`src/pkg/phy_mode_cfg_pkg.sv`:
```
// package: offsets, field layout, reset values and carriers of the mode bank
package phy_mode_cfg_pkg;
  // port count and width of the port index; port 0 is the upstream port
  localparam int NUM_PORTS = 6;
  localparam int PORT_W = 3;
  localparam logic [PORT_W-1:0] UP_PORT = 3'h0;

  // register offsets
  localparam logic [7:0] OFS_PORT_TUNING = 8'h8c;
  localparam logic [7:0] OFS_PHY_LANE_DELTA = 8'h90;
  localparam logic [7:0] OFS_PHY_TX_MARGIN = 8'h94;
  localparam logic [7:0] OFS_OPMODE_CLKBUF = 8'h98;

  // port tuning word layout
  localparam int POS_PORT_OFF = 0;
  localparam int POS_RESET_CHOICE = 1;
  localparam int POS_TUNING_LO = 8;
  localparam int POS_TS_REV_LO = 16;
  localparam logic [31:0] MASK_PORT_TUNING = 32'h00ff_ff03;
  localparam logic [7:0] RST_TUNING = 8'h00;
  localparam logic [7:0] RST_TS_REV = 8'h79;

  // phy lane and delta layout
  localparam int POS_LANE_LO = 0;
  localparam int POS_DELTA_LO = 15;
  localparam logic [31:0] MASK_PHY_LANE_DELTA = 32'hffff_807f;
  localparam logic [6:0] RST_LANE_MODE = 7'h00;
  localparam logic [16:0] RST_DELTA = 17'h0_0001;

  // transmit margin layout
  localparam logic [31:0] MASK_PHY_TX_MARGIN = 32'h0000_ffff;
  localparam logic [15:0] RST_TX_MARGIN = 16'h116b;

  // operation mode and clock buffer layout
  localparam int POS_CLKEN_LO = 16;
  localparam int POS_CLKBUF_OFF = 23;
  localparam int POS_LPSS_LO = 24;
  localparam logic [31:0] MASK_OPMODE_CLKBUF = 32'h0fff_01ff;
  localparam logic [15:0] RST_OPMODE_505 = 16'h0002;
  localparam logic [15:0] RST_OPMODE_606 = 16'h0022;
  localparam logic [15:0] RST_OPMODE_508 = 16'h0042;
  localparam logic [6:0] RST_CLKEN_606 = 7'h7f;
  localparam logic [6:0] RST_CLKEN_OTHER = 7'h5f;
  localparam logic [3:0] RST_LPSS = 4'h0;

  // variant strap codes
  localparam logic [1:0] VAR_505 = 2'h0;
  localparam logic [1:0] VAR_606 = 2'h1;
  localparam logic [1:0] VAR_508 = 2'h2;

  // host configuration access
  typedef struct packed {
    logic rd;
    logic wr;
    logic [PORT_W-1:0] port;
    logic [7:0] offset;
    logic [31:0] wdata;
  } cfg_req_s;

  // sideband load (smbus, i2c or eeprom autoload)
  typedef struct packed {
    logic wr;
    logic [PORT_W-1:0] port;
    logic [7:0] offset;
    logic [31:0] data;
  } sb_load_s;
endpackage : phy_mode_cfg_pkg

```
`src/logic/phy_mode_cfg_bank.sv`:
```
// logic: per-port phy and operation mode configuration bank
module phy_mode_cfg_bank
  import phy_mode_cfg_pkg::*;
(
  // clock and reset
  input wire logic ref_clk,
  input wire logic nrst,
  // strap pins
  input wire logic [1:0] variant_strap,
  input wire logic refclk_buffer_powerdown_strap,
  // host configuration access
  input wire cfg_req_s cfg_req,
  output logic cfg_ack,
  output logic [31:0] cfg_rdata_r,
  // sideband load path
  input wire sb_load_s sb_load,
  // configuration outputs
  output logic [NUM_PORTS-1:0] port_off,
  output logic reset_source_choice,
  output logic [NUM_PORTS-1:0] retrain_off,
  output logic [NUM_PORTS*7-1:0] phy_lane_mode,
  output logic [16:0] phy_delta,
  output logic [15:0] phy_tx_margin,
  output logic [15:0] operation_mode,
  output logic [6:0] reference_clock_output_pair_en,
  output logic [3:0] low_power_substate_option
);

  // strap synchronisers, three stages
  logic [2:0] strap_s1_r;
  logic [2:0] strap_s2_r;
  logic [2:0] strap_s3_r;
  logic [2:0] strap_r; // filtered strap levels
  // per-port copies
  logic [31:0] tuning_r [NUM_PORTS]; // port tuning word
  logic [31:0] lane_delta_r [NUM_PORTS]; // lane mode and delta
  // upstream-only words
  logic [15:0] tx_margin_r;
  logic [31:0] opmode_r;
  // reset values that depend on straps
  logic [15:0] opmode_rst;
  logic [6:0] clken_rst;

  // word read back for a port and offset, reserved bits zero
  function automatic logic [31:0] read_word(input logic [PORT_W-1:0] p,
                                            input logic [7:0] ofs);
    logic [31:0] w;
    w = 32'h0000_0000;
    case (ofs)
      OFS_PORT_TUNING: w = tuning_r[p] & MASK_PORT_TUNING;
      OFS_PHY_LANE_DELTA: w = lane_delta_r[p] & MASK_PHY_LANE_DELTA;
      OFS_PHY_TX_MARGIN: w = {16'h0000, tx_margin_r};
      OFS_OPMODE_CLKBUF: w = opmode_r & MASK_OPMODE_CLKBUF;
      default: w = 32'h0000_0000; // unmapped reads zero
    endcase
    return w;
  endfunction : read_word

  // sideband write hits this port and offset
  function automatic logic sb_hit(input logic [PORT_W-1:0] p, input logic [7:0] ofs);
    return sb_load.wr && (sb_load.port == p) && (sb_load.offset == ofs);
  endfunction : sb_hit

  // strap pins cross in through three flops, no reset needed on the chain
  always_ff @(posedge ref_clk)
  begin
    strap_s1_r <= {refclk_buffer_powerdown_strap, variant_strap};
    strap_s2_r <= strap_s1_r;
    strap_s3_r <= strap_s2_r;
  end

  // filtered strap moves only when stages two and three agree
  // keeps tracking during reset, else the reset defaults would never see the pins
  always_ff @(posedge ref_clk)
  begin
    for (int i = 0; i < 3; i++)
    begin
      if (strap_s2_r[i] == strap_s3_r[i]) // stages agree
        strap_r[i] <= strap_s3_r[i];
    end
  end

  // strap-derived defaults of operation mode and clock enables
  always_comb
  begin
    case (strap_r[1:0])
      VAR_606: // six-port variant
      begin
        opmode_rst = RST_OPMODE_606;
        clken_rst = RST_CLKEN_606;
      end
      VAR_508: // five-port eight-lane variant
      begin
        opmode_rst = RST_OPMODE_508;
        clken_rst = RST_CLKEN_OTHER;
      end
      default: // five-port five-lane variant
      begin
        opmode_rst = RST_OPMODE_505;
        clken_rst = RST_CLKEN_OTHER;
      end
    endcase
  end

  // per-port copies, loaded only from the sideband path
  generate
    for (genvar g = 0; g < NUM_PORTS; g++)
    begin : g_port
      localparam logic [PORT_W-1:0] PIDX = PORT_W'(g);
      // tuning word per port
      always_ff @(posedge ref_clk)
      begin
        if (!nrst)
        begin
          tuning_r[g] <= '0;
          tuning_r[g][POS_PORT_OFF] <= 1'b0;
          tuning_r[g][POS_RESET_CHOICE] <= (g == 0);
          tuning_r[g][POS_TUNING_LO +: 8] <= RST_TUNING;
          tuning_r[g][POS_TS_REV_LO +: 8] <= RST_TS_REV;
        end
        else if (sb_hit(PIDX, OFS_PORT_TUNING))
          tuning_r[g] <= sb_load.data & MASK_PORT_TUNING;
      end
      // lane mode and delta per port
      always_ff @(posedge ref_clk)
      begin
        if (!nrst)
        begin
          lane_delta_r[g] <= '0;
          lane_delta_r[g][POS_LANE_LO +: 7] <= RST_LANE_MODE;
          lane_delta_r[g][POS_DELTA_LO +: 17] <= RST_DELTA;
        end
        else if (sb_hit(PIDX, OFS_PHY_LANE_DELTA))
          lane_delta_r[g] <= sb_load.data & MASK_PHY_LANE_DELTA;
      end
      // per-port outputs
      assign port_off[g] = tuning_r[g][POS_PORT_OFF];
      assign retrain_off[g] = tuning_r[g][POS_TUNING_LO];
      assign phy_lane_mode[g*7 +: 7] = lane_delta_r[g][POS_LANE_LO +: 7];
    end
  endgenerate

  // transmit margin, upstream copy only
  always_ff @(posedge ref_clk)
  begin
    if (!nrst)
      tx_margin_r <= RST_TX_MARGIN;
    else if (sb_hit(UP_PORT, OFS_PHY_TX_MARGIN))
      tx_margin_r <= sb_load.data[15:0];
  end

  // operation mode and clock buffers, defaults from filtered straps
  always_ff @(posedge ref_clk)
  begin
    if (!nrst)
    begin
      opmode_r <= '0;
      opmode_r[15:0] <= opmode_rst;
      opmode_r[POS_CLKEN_LO +: 7] <= clken_rst;
      opmode_r[POS_CLKBUF_OFF] <= strap_r[2];
      opmode_r[POS_LPSS_LO +: 4] <= RST_LPSS;
    end
    else if (sb_hit(UP_PORT, OFS_OPMODE_CLKBUF))
      opmode_r <= sb_load.data & MASK_OPMODE_CLKBUF;
  end

  // global outputs, upstream copy only
  assign reset_source_choice = tuning_r[0][POS_RESET_CHOICE];
  assign phy_delta = lane_delta_r[0][POS_DELTA_LO +: 17];
  assign phy_tx_margin = tx_margin_r;
  assign operation_mode = opmode_r[15:0];
  assign low_power_substate_option = opmode_r[POS_LPSS_LO +: 4];
  // global gate overrides per-pair enables
  assign reference_clock_output_pair_en = opmode_r[POS_CLKBUF_OFF] ? 7'h00 :
                                          opmode_r[POS_CLKEN_LO +: 7];

  // host access answers every request next cycle; writes change nothing
  always_ff @(posedge ref_clk)
  begin
    if (!nrst)
    begin
      cfg_ack <= 1'b0;
      cfg_rdata_r <= 32'h0000_0000;
    end
    else
    begin
      cfg_ack <= cfg_req.rd | cfg_req.wr;
      if (cfg_req.rd)
        cfg_rdata_r <= read_word(cfg_req.port, cfg_req.offset);
    end
  end

endmodule : phy_mode_cfg_bank

```
`config.mk`:
```
export PLATFORM = sky130hd
export DESIGN_NAME = phy_mode_cfg_bank
export DESIGN_NICKNAME = d
export VERILOG_FILES = /design/src/pkg/phy_mode_cfg_pkg.sv /design/src/logic/phy_mode_cfg_bank.sv
export SDC_FILE = /design/constraint.sdc
export NUM_CORES = 1
export LEC_CHECK = 0
export BUFFER_PORTS_ARGS = -buffer_cell sky130_fd_sc_hd__buf_2
export CAP_MARGIN = 25
export CORE_UTILIZATION = 34
export CTS_CLUSTER_DIAMETER = 80
export DETAILED_ROUTE_END_ITERATION = 8
export MAX_ROUTING_LAYER = met4
export SLEW_MARGIN = 10
export SYNTH_ARGS = -nofsm -noshare
export SYNTH_HDL_FRONTEND = slang
export SYNTH_SLANG_ARGS = --single-unit
```
`constraint.sdc`:
```
create_clock -name ref_clk -period 4.85 [get_ports ref_clk]
set_input_delay 0.97 -clock ref_clk [delete_from_list [all_inputs] [get_ports ref_clk]]
set_output_delay 0.97 -clock ref_clk [all_outputs]
set_load 0.02 [all_outputs]
```
; Word-level counts from Yosys, hierarchy flattened
; Memory sizes are Yosys's and may differ from the RTL's.
; Cells that the tools add are included.
[totals]
reg_bits = 89
ram_bits = 252
out_inout_bits = 148
memories = 2
[mem_list]
columns = name, depth, word_bits, rd, rd_clocked_by_memory_dff, write_ports, line_no
row1 = lane_delta_r, 6, 24, 7, 0, 6, phy_mode_cfg_bank.sv:36  ; logic [31:0] lane_delta_r [NUM_PORTS];
row2 = tuning_r, 6, 18, 7, 0, 6, phy_mode_cfg_bank.sv:35  ; logic [31:0] tuning_r [NUM_PORTS];
[classes]
eq_ne = 19
n_mux = 115
bitwise = 73
reduce_logical = 21
[op_table]
columns = cell, count
row1 = two-way mux 17 bit, 12
row2 = two-way mux 8 bit, 24
row3 = one-hot mux 32 bit (4 select lines), 1
row4 = two-way mux 7 bit, 13
row5 = OR 1 bit, 73
row6 = "== test 8 bit, second input constant", 8
row7 = two-way mux 1 bit, 61
row8 = two-way mux 24 bit, 2
row9 = logical AND 1 bit, 20
row10 = one-hot mux 7 bit (2 select lines), 1
row11 = "== test 3 x 2 -> 1 bit, second input constant", 2
row12 = "== test 3 bit, second input constant", 2
row13 = two-way mux 6 bit, 1
row14 = == test 1 bit, 3
row15 = "== test 3 x 1 -> 1 bit, second input constant", 1
row16 = logical NOT 3 bit, 1
row17 = "== test 2 x 1 -> 1 bit, second input constant", 1
row18 = "== test 2 bit, second input constant", 1
row19 = "!= test 2 x 1 -> 1 bit, second input constant", 1

; Longest topological paths before layout
[logic_depth]
depth_word = 7
mapped_depth = 8
depth_no_buf = 4

; Worst setup path before layout
; No wires, ideal clock.
[synth_timing]
path_type = input to register
start = input nrst
end = memory lane_delta_r[0][0] (netlist bit), enable pin
setup_time_ns = 0.425
t_arrival_ns = 2.499
t_required_ns = 4.425
path_slack_ns = 1.925
cell_stages = 5
path_cell_list = clkbuf_1 -> clkbuf_1 -> clkbuf_1 -> clkbuf_1 -> nand2_1
[synth_rtl]
columns = item, line_no
row1 = "start, declared", phy_mode_cfg_bank.sv:7  ; input wire logic nrst,
row2 = "end, declared", phy_mode_cfg_bank.sv:36

==> results.yml <==
run_status:
  outcome: "finished clean"
hold_path:
  hold_class: "flip-flop to flip-flop"
routing:
  routed_via_density: 5.140
  drt_wl_total_mm: 44.12
  drt-wirelength-per-cell_um: 22.91
  drc: 0
  antenna_left: 0
  drt_pre_antenna_iters: 5
  vias: 9900
  drt-initial-drc-count: 932
grt:
  grt_overflow: 0
  grtUsageTotal: 0.1968
  grt_pass1_vias: 9803
  grt_first_pass_wirelength_mm: 64.59
  antenna_found_initial: 1
  grt_max_degree: 49
timing:
  final_max_slew_viol_count: 0
  finalCriticalPeriod_ps: 3108
  fmax_mhz: 321.7
  worst-slew-pin-transition_ps: 991.2
  fin_skew_ps: 12.75
  relSlewSlack: 0.3392
  hold_ws_ps: 326.6
  grt_setup_unrepaired: "no"
  setup_tns_ps: 0
  timing.final.hold_violations: 0
  setup_violations: 0
  fin_crit_sh: 0.6409
clock_tree:
  cts_tree: "yes"
  ctsHoldBuffers: 0
  clk_latency_ps: 560
  cts.htree.levels: 2
  root_buffer: "clkbuf_16"
  numCtsBuffers: 39
  cts_buffer_depth: 3
  cts_resized: 0
  cts_sinks: 334
  cts_setup_buffers: 0
  clk_pin_slew_worst_paths_ps: 60
place:
  gp_congestion: 0.8296
  port_buffers: 202
  hpwl_mm: 29.97
synth:
  synthArstFlopShare: 0
  yosys.area.top_type: "edfxtp_1"
  netlist_top_cells_area: "edfxtp_1 53%, dfxtp_1 8.1%, mux4_2 6.2%"
  synth_edf_count: 272
  ys.flop_type: "edfxtp_1"
  ys_seq_elements: 334
  synth_cell_types: 67
  ys_warn_count: 0
  ys_seq_area_frac: 0.6123
  syn_area_um2: 15370
  syn_area_per_cell_um2: 13.18
  synth_cells: 1166
  synth_top_cell_area_share: 0.5316
worst_setup_path:
  cp.arrival_ps: 3360
  worstSetupPathType: "input pin to flip-flop"
  start_kind: "input pin"
  crit_fanout: 13
  cp_data_required_time_ps: 5100
  crit_path_end_kind: "flip-flop"
floorplanning:
  die_y_um: 214.6
  ios: 242
  die-area_um2: 46050
  die_x_um: 214.6
  rows: 77
  start_util: 0.3460
  core_area_um2: 44410
cells_and_area:
  layout-drive-gt1-share: 0.2913
  nets: 1395
  area_delta_synth_final_pct: 15.09
flow_run:
  drv_cap: 0
pwr:
  leakagePower_nw: 6.584
  vdd_drop_max_uv: 202.3
  p_per_area_nw_per_um2: 374.3
-- through the flow --
step | instance area, µm² | setup WS (ps) | utilization | power (mW) | cells
after floorplan | 15390 | 1925 | - | 3.718 | 1172
after global placement | 16480 | 1106 | 0.3711 | 3.902 | 1851
after detailed placement | 16480 | 1056 | 0.3711 | 3.917 | 1851
after CTS | 17660 | 1653 | 0.3977 | 6.675 | 1923
after global routing | 17680 | 1560 | 0.3981 | 6.826 | 1925
final | 17680 | 1742 | 0.3982 | 6.620 | 1926
-- area by class of cell --
| type | instances | area [µm²] |
|---|---|---|
| diodes | 2 | 5.005 |
| clock buffers | 56 | 1080 |
| clock inverters | 16 | 102.6 |
| fillers | 4191 | 26730 |
| inverters | 28 | 105.1 |
| multi-input cells | 670 | 5011 |
| flip-flops and latches | 334 | 9409 |
| well taps | 592 | 740.7 |
| repair buffers | 228 | 1231 |
-- cell usage in the layout (no fill, tap or decap), drive strengths merged, types with 15 or more instances in the layout --
cell type / synthesis / layout
mux2: 31 / 31
dfxtp: 62 / 62
o21ai: 35 / 35
nor2: 107 / 107
nor2b: 19 / 19
a211oi: 15 / 15
edfxtp: 272 / 272
mux2i: 38 / 38
and2: 151 / 151
nand2: 70 / 70
mux4: 42 / 42
clkbuf: 36 / 56
buf: 104 / 228
inv: 27 / 32
nor3: 20 / 20
-- sequential cells by signal (all words and copies together) (netlist names) --
name           cells
cfg_ack            1
cfg_rdata_r       32
lane_delta_r     144
opmode_r          21
phy_tx_margin     16
strap_r            3
strap_s1_r         3
strap_s2_r         3
strap_s3_r         3
tuning_r         108
-- where the power goes --
group	internal, mW	total [mW]	leakage, nW	switching (mW)
Combinational	0.193	0.543	2.91	0.350
Clock	1.56	2.77	0.572	1.21
Sequential	3.25	3.31	3.10	0.0637
-- logic make-up after synthesis --
kind of cell,Yosys count,synth area share
buf+inv,168,0.06302
other cells,1,0.0002440
mux,111,0.1090
compound gates,138,0.06368
xor+xnor,3,0.001710
simple gates,411,0.1500
flops,334,0.6123
-- path summary, 6_finish.rpt --
| path | from | end | slack [ps] | cells past startpoint |
|---|---|---|---|---|
| min | strap_s1_r[1]$_DFF_P_ | strap_s2_r[1]$_DFF_P_ | 330 | 0 |
| max reg2reg | lane_delta_r[2][1]$_SDFFCE_PN0P_ | cfg_rdata_r[1]$_SDFFE_PN0P_ | 3250 | 4 |
| max | sb_load[33] | lane_delta_r[2][4]$_SDFFCE_PN0P_ | 1740 | 6 |
| min reg2reg | strap_s1_r[1]$_DFF_P_ | strap_s2_r[1]$_DFF_P_ | 330 | 0 |
-- layer usage --
layer | vias up | GRT usage | wire length [µm]
li1 | 4446 | - | -
met1 | 4944 | 0.2568 | 18620
met2 | 419 | 0.2963 | 20430
met3 | 91 | 0.05163 | 3812
met4 | 0 | 0.06714 | 1262
met5 | - | - | 0
-- synthesized netlist by cell type (all sizes together) (4+ instances only) --
master	n
a211oi	15
a21oi	8
a221o	6
a221oi	9
a22o	5
a22oi	9
a31o	7
a31oi	12
and2	151
buf	104
clkbuf	36
dfxtp	62
edfxtp	272
inv	27
mux2	31
mux2i	38
mux4	42
nand2	70
nand2b	9
nand3	5
nand4	4
nor2	107
nor2b	19
nor3	20
nor3b	4
nor4b	4
o211ai	12
o21a	12
o21ai	35
-- critical path, cell delays in order --
cell	delay, ps
buf_2	110
nor4_4	600
and4_1	440
nand3_2	250
nand2_1	650
buf_4	330
Power figures use the tool's default switching activity.
